$ cat config.mk
export PLATFORM = sky130hd
export DESIGN_NAME = eprc_top
export DESIGN_NICKNAME = d
export VERILOG_FILES = /design/src/verilog/eprc_pkg.sv /design/src/verilog/eprc_step_if.sv /design/src/verilog/eprc_lpf.sv /design/src/verilog/eprc_quad.sv /design/src/verilog/eprc_top.sv
export VERILOG_INCLUDE_DIRS = /design/src /design/src/verilog
export SDC_FILE = /design/constraint.sdc
export NUM_CORES = 2
export LEC_CHECK = 0
export BUFFER_PORTS_ARGS = -buffer_cell sky130_fd_sc_hd__buf_4
export CAP_MARGIN = 5
export CORE_MARGIN = 2
export CORE_UTILIZATION = 25
export DETAILED_ROUTE_END_ITERATION = 16
export GPL_ROUTABILITY_DRIVEN = 0
export MAX_ROUTING_LAYER = met4
export PLACE_DENSITY = 0.46
export SYNTH_ARGS = -nofsm -noshare
export SYNTH_HDL_FRONTEND = slang
export SYNTH_SLANG_ARGS = --single-unit
export TNS_END_PERCENT = 10
$ cat constraint.sdc
create_clock -name clk -period 12.4 [get_ports clk]
set_clock_uncertainty 0.15 [all_clocks]
set_input_delay 0.62 -clock clk [delete_from_list [all_inputs] [get_ports clk]]
set_output_delay 0.62 -clock clk [all_outputs]
set_load 0.01 [all_outputs]
$ cat src/verilog/eprc_cfg.svh
// Constants of the encoder position regulator block.
// Assumes inclusion by bare name from every design file that needs them.
// Notes on behaviour
// - With gating clear, errors smaller in magnitude than the tolerance are ignored.
// - With gating set (reset value), small errors are ignored only while target is reached.
// - An 8-bit tolerance resets to zero; errors strictly below it count as no error.
// - A 10-bit unsigned gain of zero disables the regulator, nonzero enables it.
// - The encoder position is a signed 32-bit software read/write value, reset to zero.
// - A 2-bit select picks the back-EMF input filter, clock over 24600/12300/6150/2870.
// - Blanking lasts the 8-bit setting times (2^14 - 1) clocks; the setting resets to 0x10.
// - With quiescence enable clear both decoders stop in quiescence; set (default) they run.
// - Source select picks back-EMF full-step decoding at 0, quadrature interface at 1.
`ifndef EPRC_CFG_SVH
`define EPRC_CFG_SVH

// ----------------------------------------
// Clock and timing
// ----------------------------------------
`define EPRC_CLK_HZ 20000000
`define EPRC_BLANK_UNIT 16383
`define EPRC_BLANK_CNT_W 22
`define EPRC_FILT_DIV0 24600
`define EPRC_FILT_DIV1 12300
`define EPRC_FILT_DIV2 6150
`define EPRC_FILT_DIV3 2870
`define EPRC_FILT_CNT_W 15

// ----------------------------------------
// Register indices, byte address is four times
// ----------------------------------------
`define EPRC_ADDR_W 10
`define EPRC_IDX_PCTRL 8'h62
`define EPRC_IDX_XENC 8'h63
`define EPRC_IDX_MODE 8'h64

// ----------------------------------------
// Field positions and widths
// ----------------------------------------
`define EPRC_GAIN_LSB 0
`define EPRC_GAIN_W 10
`define EPRC_TOL_LSB 16
`define EPRC_TOL_W 8
`define EPRC_ENTOL_BIT 28
`define EPRC_FILT_LSB 28
`define EPRC_FILT_W 2
`define EPRC_BLANK_LSB 16
`define EPRC_BLANK_W 8
`define EPRC_QSC_BIT 15
`define EPRC_SRC_BIT 11
`define EPRC_REACHED_BIT 9

// ----------------------------------------
// Reset values
// ----------------------------------------
`define EPRC_GAIN_RST 10'h000
`define EPRC_TOL_RST 8'h00
`define EPRC_ENTOL_RST 1'h1
`define EPRC_POS_RST 32'h0000_0000
`define EPRC_FILT_RST 2'h0
`define EPRC_BLANK_RST 8'h10
`define EPRC_QSC_RST 1'h1
`define EPRC_SRC_RST 1'h0

`endif

$ cat src/verilog/eprc_pkg.sv
// Types shared by the encoder position regulator files.
// Assumes nothing of its surroundings.
package eprc_pkg;
  typedef logic [31:0] eprc_word_t;
  typedef logic signed [31:0] eprc_pos_t;
  typedef logic signed [43:0] eprc_corr_t;
endpackage

$ cat src/verilog/eprc_step_if.sv
// Step event carrier from a decoder to the position counter.
// Assumes one clock shared by both ends.
`timescale 1ns/1ps
interface eprc_step_if;
  logic step;
  logic up;
  modport src (output step, output up);
  modport snk (input step, input up);
endinterface

$ cat src/verilog/eprc_lpf.sv
// Per-bit stability filter for the back-EMF comparator inputs.
// Assumes inputs already synchronised to clk.
`timescale 1ns/1ps
module eprc_lpf #(
  parameter int WIDTH = 2,
  parameter int CNT_W = 15
) (
  input wire logic clk, // system clock
  input wire logic rst, // sync reset, high
  input wire logic [WIDTH-1:0] din, // raw level
  input wire logic [CNT_W-1:0] limit, // stable cycles needed
  output logic [WIDTH-1:0] dout // filtered level
);
  genvar g;
  generate
    for (g = 0; g < WIDTH; g++) begin : gBit
      logic [CNT_W-1:0] cnt_r;
      logic [CNT_W-1:0] cnt_nxt;
      logic out_r;
      logic out_nxt;
      always_comb begin
        cnt_nxt = '0;
        out_nxt = out_r;
        if (din[g] != out_r) begin
          // Change accepted only after a full time constant
          if (cnt_r >= limit - CNT_W'(1)) begin
            out_nxt = din[g];
          end else begin
            cnt_nxt = cnt_r + CNT_W'(1);
          end
        end
      end
      always_ff @(posedge clk) begin
        if (rst) begin
          cnt_r <= '0;
          out_r <= 1'b0;
        end else begin
          cnt_r <= cnt_nxt;
          out_r <= out_nxt;
        end
      end
      assign dout[g] = out_r;
    end
  endgenerate
endmodule

$ cat src/verilog/eprc_quad.sv
// Two-channel quadrature step decoder, one step per valid edge.
// Assumes stable, synchronised channel levels on clk.
`timescale 1ns/1ps
module eprc_quad (
  input wire logic clk, // system clock
  input wire logic rst, // sync reset, high
  input wire logic enable, // decoder running
  input wire logic chA, // channel A level
  input wire logic chB, // channel B level
  eprc_step_if.src stepOut // step events
);
  logic [1:0] prev_r;
  logic [1:0] prev_nxt;
  logic primed_r;
  logic primed_nxt;
  logic step_r;
  logic step_nxt;
  logic up_r;
  logic up_nxt;
  always_comb begin
    prev_nxt = {chA, chB};
    primed_nxt = 1'b1;
    // Double changes are skipped, they carry no direction
    step_nxt = enable & primed_r & (^(prev_r ^ {chA, chB}));
    up_nxt = chA ^ prev_r[0];
  end
  always_ff @(posedge clk) begin
    if (rst) begin
      prev_r <= 2'h0;
      primed_r <= 1'b0;
      step_r <= 1'b0;
      up_r <= 1'b0;
    end else begin
      prev_r <= prev_nxt;
      primed_r <= primed_nxt;
      step_r <= step_nxt;
      up_r <= up_nxt;
    end
  end
  assign stepOut.step = step_r;
  assign stepOut.up = up_r;
endmodule

$ cat src/verilog/eprc_top.sv
// Encoder feedback and proportional position regulator for one axis.
// Assumes an Avalon-MM master on clk and raw encoder or back-EMF pins.
`timescale 1ns/1ps
`include "eprc_cfg.svh"
module eprc_top #(
  parameter int BLANK_UNIT = `EPRC_BLANK_UNIT,
  parameter int FILT_DIV0 = `EPRC_FILT_DIV0,
  parameter int FILT_DIV1 = `EPRC_FILT_DIV1,
  parameter int FILT_DIV2 = `EPRC_FILT_DIV2,
  parameter int FILT_DIV3 = `EPRC_FILT_DIV3
) (
  input wire logic clk, // system clock
  input wire logic rst, // sync reset, high
  input wire logic [`EPRC_ADDR_W-1:0] avs_address, // byte address
  input wire logic avs_read, // read request
  input wire logic avs_write, // write request
  input wire eprc_pkg::eprc_word_t avs_writedata, // write data
  input wire logic [3:0] avs_byteenable, // byte lanes
  output eprc_pkg::eprc_word_t avs_readdata, // read data
  output logic avs_waitrequest, // stall
  input wire eprc_pkg::eprc_pos_t rampPos, // ramp position
  input wire eprc_pkg::eprc_word_t rampStatusWord, // ramp status
  input wire logic regUpdate, // regulator update pulse
  input wire logic quiescent, // quiescence mode
  input wire logic blankStart, // start blanking pulse
  input wire logic incA, // quadrature pin A
  input wire logic incB, // quadrature pin B
  input wire logic bemfA, // back-EMF comparator A
  input wire logic bemfB, // back-EMF comparator B
  output eprc_pkg::eprc_corr_t regCorrection, // scaled error
  output logic regEnabled, // gain nonzero
  output logic errIgnored, // last error ignored
  output eprc_pkg::eprc_pos_t encPosition, // encoder count
  output logic bemfBlanked, // blanking active
  output logic decoderActive // decoders running
);
  import eprc_pkg::*;

  // ----------------------------------------
  // Pin synchronisers
  // ----------------------------------------
  logic [3:0] pinRaw;
  logic [3:0] pinStable;
  assign pinRaw = {bemfB, bemfA, incB, incA};
  genvar g;
  generate
    for (g = 0; g < 4; g++) begin : gSync
      logic [2:0] sh_r;
      logic [2:0] sh_nxt;
      logic st_r;
      logic st_nxt;
      always_comb begin
        sh_nxt = {sh_r[1:0], pinRaw[g]};
        // Only stages two and three vote
        st_nxt = (sh_r[1] == sh_r[2]) ? sh_r[2] : st_r;
      end
      always_ff @(posedge clk) begin
        if (rst) begin
          sh_r <= 3'h0;
          st_r <= 1'b0;
        end else begin
          sh_r <= sh_nxt;
          st_r <= st_nxt;
        end
      end
      assign pinStable[g] = st_r;
    end
  endgenerate

  // ----------------------------------------
  // Configuration registers
  // ----------------------------------------
  logic [`EPRC_GAIN_W-1:0] gain_r;
  logic [`EPRC_GAIN_W-1:0] gain_nxt;
  logic [`EPRC_TOL_W-1:0] tol_r;
  logic [`EPRC_TOL_W-1:0] tol_nxt;
  logic enTol_r;
  logic enTol_nxt;
  logic [`EPRC_FILT_W-1:0] filtSel_r;
  logic [`EPRC_FILT_W-1:0] filtSel_nxt;
  logic [`EPRC_BLANK_W-1:0] blank_r;
  logic [`EPRC_BLANK_W-1:0] blank_nxt;
  logic qscEn_r;
  logic qscEn_nxt;
  logic srcSel_r;
  logic srcSel_nxt;
  eprc_pos_t pos_r;
  eprc_pos_t pos_nxt;

  // ----------------------------------------
  // Bus slave
  // ----------------------------------------
  logic ack_r;
  logic ack_nxt;
  eprc_word_t readData_r;
  eprc_word_t readData_nxt;
  logic [7:0] regIdx;
  logic wrEn;
  eprc_word_t ctrlWord;
  eprc_word_t modeWord;
  eprc_word_t rdMux;
  eprc_word_t wrMerged;

  function automatic eprc_word_t beMerge(input eprc_word_t old, input eprc_word_t nw,
                                         input logic [3:0] be);
    eprc_word_t r;
    r = old;
    for (int i = 0; i < 4; i++) begin
      if (be[i]) begin
        r[8*i +: 8] = nw[8*i +: 8];
      end
    end
    return r;
  endfunction

  assign regIdx = avs_address[`EPRC_ADDR_W-1:2];
  // One wait state: the reply is registered before waitrequest drops
  assign avs_waitrequest = (avs_read | avs_write) & ~ack_r;
  assign wrEn = avs_write & ack_r;

  always_comb begin
    ctrlWord = '0;
    ctrlWord[`EPRC_ENTOL_BIT] = enTol_r;
    ctrlWord[`EPRC_TOL_LSB +: `EPRC_TOL_W] = tol_r;
    ctrlWord[`EPRC_GAIN_LSB +: `EPRC_GAIN_W] = gain_r;
    modeWord = '0;
    modeWord[`EPRC_FILT_LSB +: `EPRC_FILT_W] = filtSel_r;
    modeWord[`EPRC_BLANK_LSB +: `EPRC_BLANK_W] = blank_r;
    modeWord[`EPRC_QSC_BIT] = qscEn_r;
    modeWord[`EPRC_SRC_BIT] = srcSel_r;
    case (regIdx)
      `EPRC_IDX_PCTRL: rdMux = ctrlWord;
      `EPRC_IDX_XENC: rdMux = pos_r;
      `EPRC_IDX_MODE: rdMux = modeWord;
      default: rdMux = '0;
    endcase
    wrMerged = beMerge(rdMux, avs_writedata, avs_byteenable);
  end

  always_comb begin
    ack_nxt = (avs_read | avs_write) & ~ack_r;
    readData_nxt = readData_r;
    if (avs_read & ~ack_r) begin
      readData_nxt = rdMux;
    end
  end

  always_ff @(posedge clk) begin
    if (rst) begin
      ack_r <= 1'b0;
      readData_r <= '0;
    end else begin
      ack_r <= ack_nxt;
      readData_r <= readData_nxt;
    end
  end
  assign avs_readdata = readData_r;

  // ----------------------------------------
  // Back-EMF filter and blanking
  // ----------------------------------------
  logic decEn;
  logic [`EPRC_FILT_CNT_W-1:0] filtLimit;
  logic [1:0] bemfFilt;
  logic [`EPRC_BLANK_CNT_W-1:0] blankCnt_r;
  logic [`EPRC_BLANK_CNT_W-1:0] blankCnt_nxt;

  // Decoders sleep in quiescence unless kept alive
  assign decEn = ~(quiescent & ~qscEn_r);

  always_comb begin
    case (filtSel_r)
      2'h0: filtLimit = `EPRC_FILT_CNT_W'(FILT_DIV0);
      2'h1: filtLimit = `EPRC_FILT_CNT_W'(FILT_DIV1);
      2'h2: filtLimit = `EPRC_FILT_CNT_W'(FILT_DIV2);
      2'h3: filtLimit = `EPRC_FILT_CNT_W'(FILT_DIV3);
      default: filtLimit = `EPRC_FILT_CNT_W'(FILT_DIV0);
    endcase
  end

  eprc_lpf #(
    .WIDTH(2),
    .CNT_W(`EPRC_FILT_CNT_W)
  ) uLpf (
    .clk(clk),
    .rst(rst),
    .din(pinStable[3:2]),
    .limit(filtLimit),
    .dout(bemfFilt)
  );

  always_comb begin
    blankCnt_nxt = blankCnt_r;
    if (blankStart) begin
      blankCnt_nxt = `EPRC_BLANK_CNT_W'(blank_r * BLANK_UNIT);
    end else if (blankCnt_r != '0) begin
      blankCnt_nxt = blankCnt_r - `EPRC_BLANK_CNT_W'(1);
    end
  end

  always_ff @(posedge clk) begin
    if (rst) begin
      blankCnt_r <= '0;
    end else begin
      blankCnt_r <= blankCnt_nxt;
    end
  end

  // ----------------------------------------
  // Decoders and position counter
  // ----------------------------------------
  eprc_step_if incStep ();
  eprc_step_if bemfStep ();

  eprc_quad uIncQuad (
    .clk(clk),
    .rst(rst),
    .enable(decEn),
    .chA(pinStable[0]),
    .chB(pinStable[1]),
    .stepOut(incStep)
  );

  eprc_quad uBemfQuad (
    .clk(clk),
    .rst(rst),
    .enable(decEn & (blankCnt_r == '0)),
    .chA(bemfFilt[0]),
    .chB(bemfFilt[1]),
    .stepOut(bemfStep)
  );

  logic selStep;
  logic selUp;
  assign selStep = srcSel_r ? incStep.step : bemfStep.step;
  assign selUp = srcSel_r ? incStep.up : bemfStep.up;

  always_comb begin
    gain_nxt = gain_r;
    tol_nxt = tol_r;
    enTol_nxt = enTol_r;
    filtSel_nxt = filtSel_r;
    blank_nxt = blank_r;
    qscEn_nxt = qscEn_r;
    srcSel_nxt = srcSel_r;
    pos_nxt = pos_r;
    if (selStep) begin
      pos_nxt = selUp ? pos_r + 32'sd1 : pos_r - 32'sd1;
    end
    if (wrEn) begin
      case (regIdx)
        `EPRC_IDX_PCTRL: begin
          gain_nxt = wrMerged[`EPRC_GAIN_LSB +: `EPRC_GAIN_W];
          tol_nxt = wrMerged[`EPRC_TOL_LSB +: `EPRC_TOL_W];
          enTol_nxt = wrMerged[`EPRC_ENTOL_BIT];
        end
        `EPRC_IDX_XENC: begin
          // Software load beats a decoder step in the same cycle
          pos_nxt = wrMerged;
        end
        `EPRC_IDX_MODE: begin
          filtSel_nxt = wrMerged[`EPRC_FILT_LSB +: `EPRC_FILT_W];
          blank_nxt = wrMerged[`EPRC_BLANK_LSB +: `EPRC_BLANK_W];
          qscEn_nxt = wrMerged[`EPRC_QSC_BIT];
          srcSel_nxt = wrMerged[`EPRC_SRC_BIT];
        end
        default: begin
        end
      endcase
    end
  end

  always_ff @(posedge clk) begin
    if (rst) begin
      gain_r <= `EPRC_GAIN_RST;
      tol_r <= `EPRC_TOL_RST;
      enTol_r <= `EPRC_ENTOL_RST;
      filtSel_r <= `EPRC_FILT_RST;
      blank_r <= `EPRC_BLANK_RST;
      qscEn_r <= `EPRC_QSC_RST;
      srcSel_r <= `EPRC_SRC_RST;
      pos_r <= `EPRC_POS_RST;
    end else begin
      gain_r <= gain_nxt;
      tol_r <= tol_nxt;
      enTol_r <= enTol_nxt;
      filtSel_r <= filtSel_nxt;
      blank_r <= blank_nxt;
      qscEn_r <= qscEn_nxt;
      srcSel_r <= srcSel_nxt;
      pos_r <= pos_nxt;
    end
  end

  // ----------------------------------------
  // Proportional regulator
  // ----------------------------------------
  logic signed [32:0] errFull;
  logic [32:0] errAbs;
  logic errSmall;
  logic tolGate;
  logic ignoreErr;
  eprc_corr_t product;
  eprc_corr_t corr_r;
  eprc_corr_t corr_nxt;
  logic ignored_r;
  logic ignored_nxt;

  always_comb begin
    // Widened by one bit so the difference never wraps
    errFull = {rampPos[31], rampPos} - {pos_r[31], pos_r};
    errAbs = errFull[32] ? 33'(-errFull) : 33'(errFull);
    errSmall = errAbs < {25'h000_0000, tol_r};
    tolGate = enTol_r ? rampStatusWord[`EPRC_REACHED_BIT] : 1'b1;
    ignoreErr = tolGate & errSmall;
    product = 44'(errFull * $signed({1'b0, gain_r}));
    corr_nxt = corr_r;
    ignored_nxt = ignored_r;
    if (regUpdate) begin
      ignored_nxt = ignoreErr;
      corr_nxt = (gain_r == '0 || ignoreErr) ? '0 : product;
    end
  end

  always_ff @(posedge clk) begin
    if (rst) begin
      corr_r <= '0;
      ignored_r <= 1'b0;
    end else begin
      corr_r <= corr_nxt;
      ignored_r <= ignored_nxt;
    end
  end

  assign regCorrection = corr_r;
  assign regEnabled = gain_r != '0;
  assign errIgnored = ignored_r;
  assign encPosition = pos_r;
  assign bemfBlanked = blankCnt_r != '0;
  assign decoderActive = decEn;
endmodule

==> metrics.cfg <==
[placed_design]
hpwl_microns=69400
dpl_cell_area_sq_um=30500
pre_cts_ws_ns=2.39
numPortBuffers=200

[final_layout]
layout_commonest_cell=inv_1
mostFrequentLayoutCells=451 x inv_1, 339 x nand2_1, 312 x fa_1, 244 x nor2_1
fin_area_sq_um=31500
drive_gt1_share_pct=10.1
area_delta_synth_final_pct=14.5
finish.net_count=4075

[worst_hold_path]
min_path_type=input pin to flip-flop

[cts]
cts_buffers=30
root_buffer=clkbuf_16
cts_hold_buf=0
cts_setup_buffers=0
clock_latency_ns=0.62
clock_sinks=220
cts.clk_slew.worst_paths_ns=0.06
h-tree-depth=1
tritoncts=done
clock_path_buffers=3
cts.repair.resized=0

[worst_setup_path]
critPathLaunchType=flip-flop
crit_path_end_kind=flip-flop
cpMostUsedCell=fa_1
cp_slowest_stage_delay_ns=0.88
slowest_stage=o311ai_0
worst-setup-path-type=flip-flop to flip-flop
worst-path-buf-inv=4
critical-path-top-delay-family=compound AO/OA/AOI/OAI gates
cp.required_ns=12.76
cp.arrival_ns=9.99
cp_max_fo=12

[sta]
rsz0062_at_grt=no
period_share_pct=77.7
min_period_ns=9.63
tns_ns=0
hold_violations=0
relSlewSlack_pct=22.7
whs_ns=0.0565
max_slew.worst_pin.slew_ns=1.13
setup_viol=0
slew_viol_final=0
setup_ws_ns=2.77
timing.fmax_ghz=0.104

[floorplanning]
die_w_microns=336
die_h_microns=336
dieArea_sq_um=113000
placement_rows=121
io_pins=234
start_util_pct=25.2
coreArea_sq_um=109000

[run]
drv_cap=0

[yosys]
synthArstFlopShare_pct=0
synth_area_sq_um=27500
syn_inst=3298
synthDistinctLibCells=104
syn_area_per_cell_sq_um=8.34
ys_ff_latch=220
synth_edf_count=0
yosysWarnings=0
synth_flop_cell=dfxtp_1
yosysSeqAreaShare_pct=16.0

[detailed_routing]
drt_wl_total_microns=88700
drc=0
ant_nets=0
vias=23036
drtIter0Drc=1441
wl_per_cell_microns=18.3
via_per_inst=4.76
drtPass1Iterations=6

[power]
powerDensity_nw_per_um2=62.5
leakagePower_uw=0.0146
ir_drop_uv=113
power_uw=1970

[grt]
antenna_found_initial=4
grt_pass1_vias=23373
grt_max_degree=71
grt_pass1_wl_microns=138000
gr-usage-all-layers_pct=16.1
grt_overflow=0

[run_status]
run_status=completed

## cell usage after synthesis (13+ instances only)
master | n | area share, %
a211oi_1 | 60 | 1.6
a21o_1 | 72 | 2.0
a21oi_1 | 190 | 3.5
a22o_1 | 13 | 0.41
a31oi_1 | 19 | 0.43
a32o_1 | 36 | 1.3
and2_1 | 122 | 2.8
and3_1 | 40 | 0.91
clkbuf_1 | 155 | 2.1
dfxtp_1 | 220 | 16
fa_1 | 312 | 23
ha_1 | 242 | 11
inv_1 | 451 | 6.2
mux2i_1 | 22 | 0.80
nand2_1 | 339 | 4.6
nand2b_1 | 26 | 0.59
nand3_1 | 49 | 0.89
nand4_1 | 19 | 0.43
nor2_1 | 245 | 3.3
nor2b_1 | 53 | 1.2
nor3_1 | 47 | 0.85
nor4_1 | 15 | 0.34
o211ai_1 | 18 | 0.49
o21a_1 | 23 | 0.63
o21ai_0 | 77 | 1.4
o21bai_1 | 15 | 0.41
or3_1 | 17 | 0.39
xnor2_1 | 93 | 3.0
xor2_1 | 62 | 2.0
## where the power goes
group          internal (uW)  total, uW  switching (uW)  leakage [uW]
Clock                    561        931             370      0.000509
Combinational            109        311             203        0.0123
Sequential               718        727            8.82       0.00179
Total                   1390       1970             581        0.0146
## cell families after synthesis
| group | after synthesis | synth area share (%) |
|---|---|---|
| compound gates | 676 | 17.2 |
| flops | 220 | 16.0 |
| buf+inv | 628 | 8.82 |
| fa+ha+maj | 554 | 33.7 |
| xor+xnor | 155 | 4.93 |
| mux | 26 | 0.964 |
| other cells | 1 | 0.0136 |
| simple gates | 1038 | 18.4 |
## stage by stage
stage          instances  utilization [%]
6_report            4838             28.9
5_1_grt             4836             28.9
4_1_cts             4833             28.9
3_5_place_dp        4782             27.9
3_3_place_gp        4782             27.9
2_1_floorplan       3303                -
## worst paths after layout
path / start / endpoint / slack [ns] / cells after the start
max: encPosition[12] / regCorrection[39] / 2.77 / 29
min: incB / gSync[1].sh_r[0] / 0.06 / 2
max reg2reg: encPosition[12] / regCorrection[39] / 2.77 / 29
min reg2reg: gSync[3].sh_r[0] / gSync[3].sh_r[1] / 0.29 / 1
## area by class of cell
cell class,count,area [sq um]
Clock inverter,10,185
Sequential cell,220,4410
Multi-Input combinational cell,2455,20800
Antenna cell,5,12.5
Tap cell,1414,1770
Fill cell,11774,77500
Inverter,451,1690
Timing Repair Buffer,242,1820
Clock buffer,41,852
## sequential cells by signal, indices dropped and copies added, names as in the netlist
signal and flops:
errIgnored 1, encPosition 32, gSync.st_r 4, blank_r 8, blankCnt_r 22, regCorrection 44, uIncQuad.stepOut.up 1, gSync.sh_r 12
enTol_r 1, srcSel_r 1, ack_r 1, qscEn_r 1, uLpf.gBit.cnt_r 30, avs_readdata 32, uBemfQuad.prev_r 2, uBemfQuad.stepOut.step 1
uIncQuad.primed_r 1, uLpf.gBit.out_r 2, gain_r 10, uIncQuad.prev_r 2, uIncQuad.stepOut.step 1, tol_r 8, filtSel_r 2, uBemfQuad.stepOut.up 1
## per-layer routing
| layer | track usage [%] | wire [microns] | vias up |
|---|---|---|---|
| li1 | - | - | 11233 |
| met1 | 21.8 | 42800 | 11272 |
| met2 | 25.2 | 39600 | 445 |
| met3 | 2.87 | 4620 | 86 |
| met4 | 3.21 | 1660 | 0 |
| met5 | - | 0 | - |
## worst register-to-register path: cells and delay by family, from the launching register on
family                   cells  cell delay, ns
XOR/XNOR                     1            0.12
AND/OR/NAND/NOR              7            1.44
buffers and inverters        4            0.25
flip-flops                   1            0.56
AO/OA/AOI/OAI               10            3.63
adder cells (fa/ha/maj)      7            3.38
(Power assumes the default switching activity.)
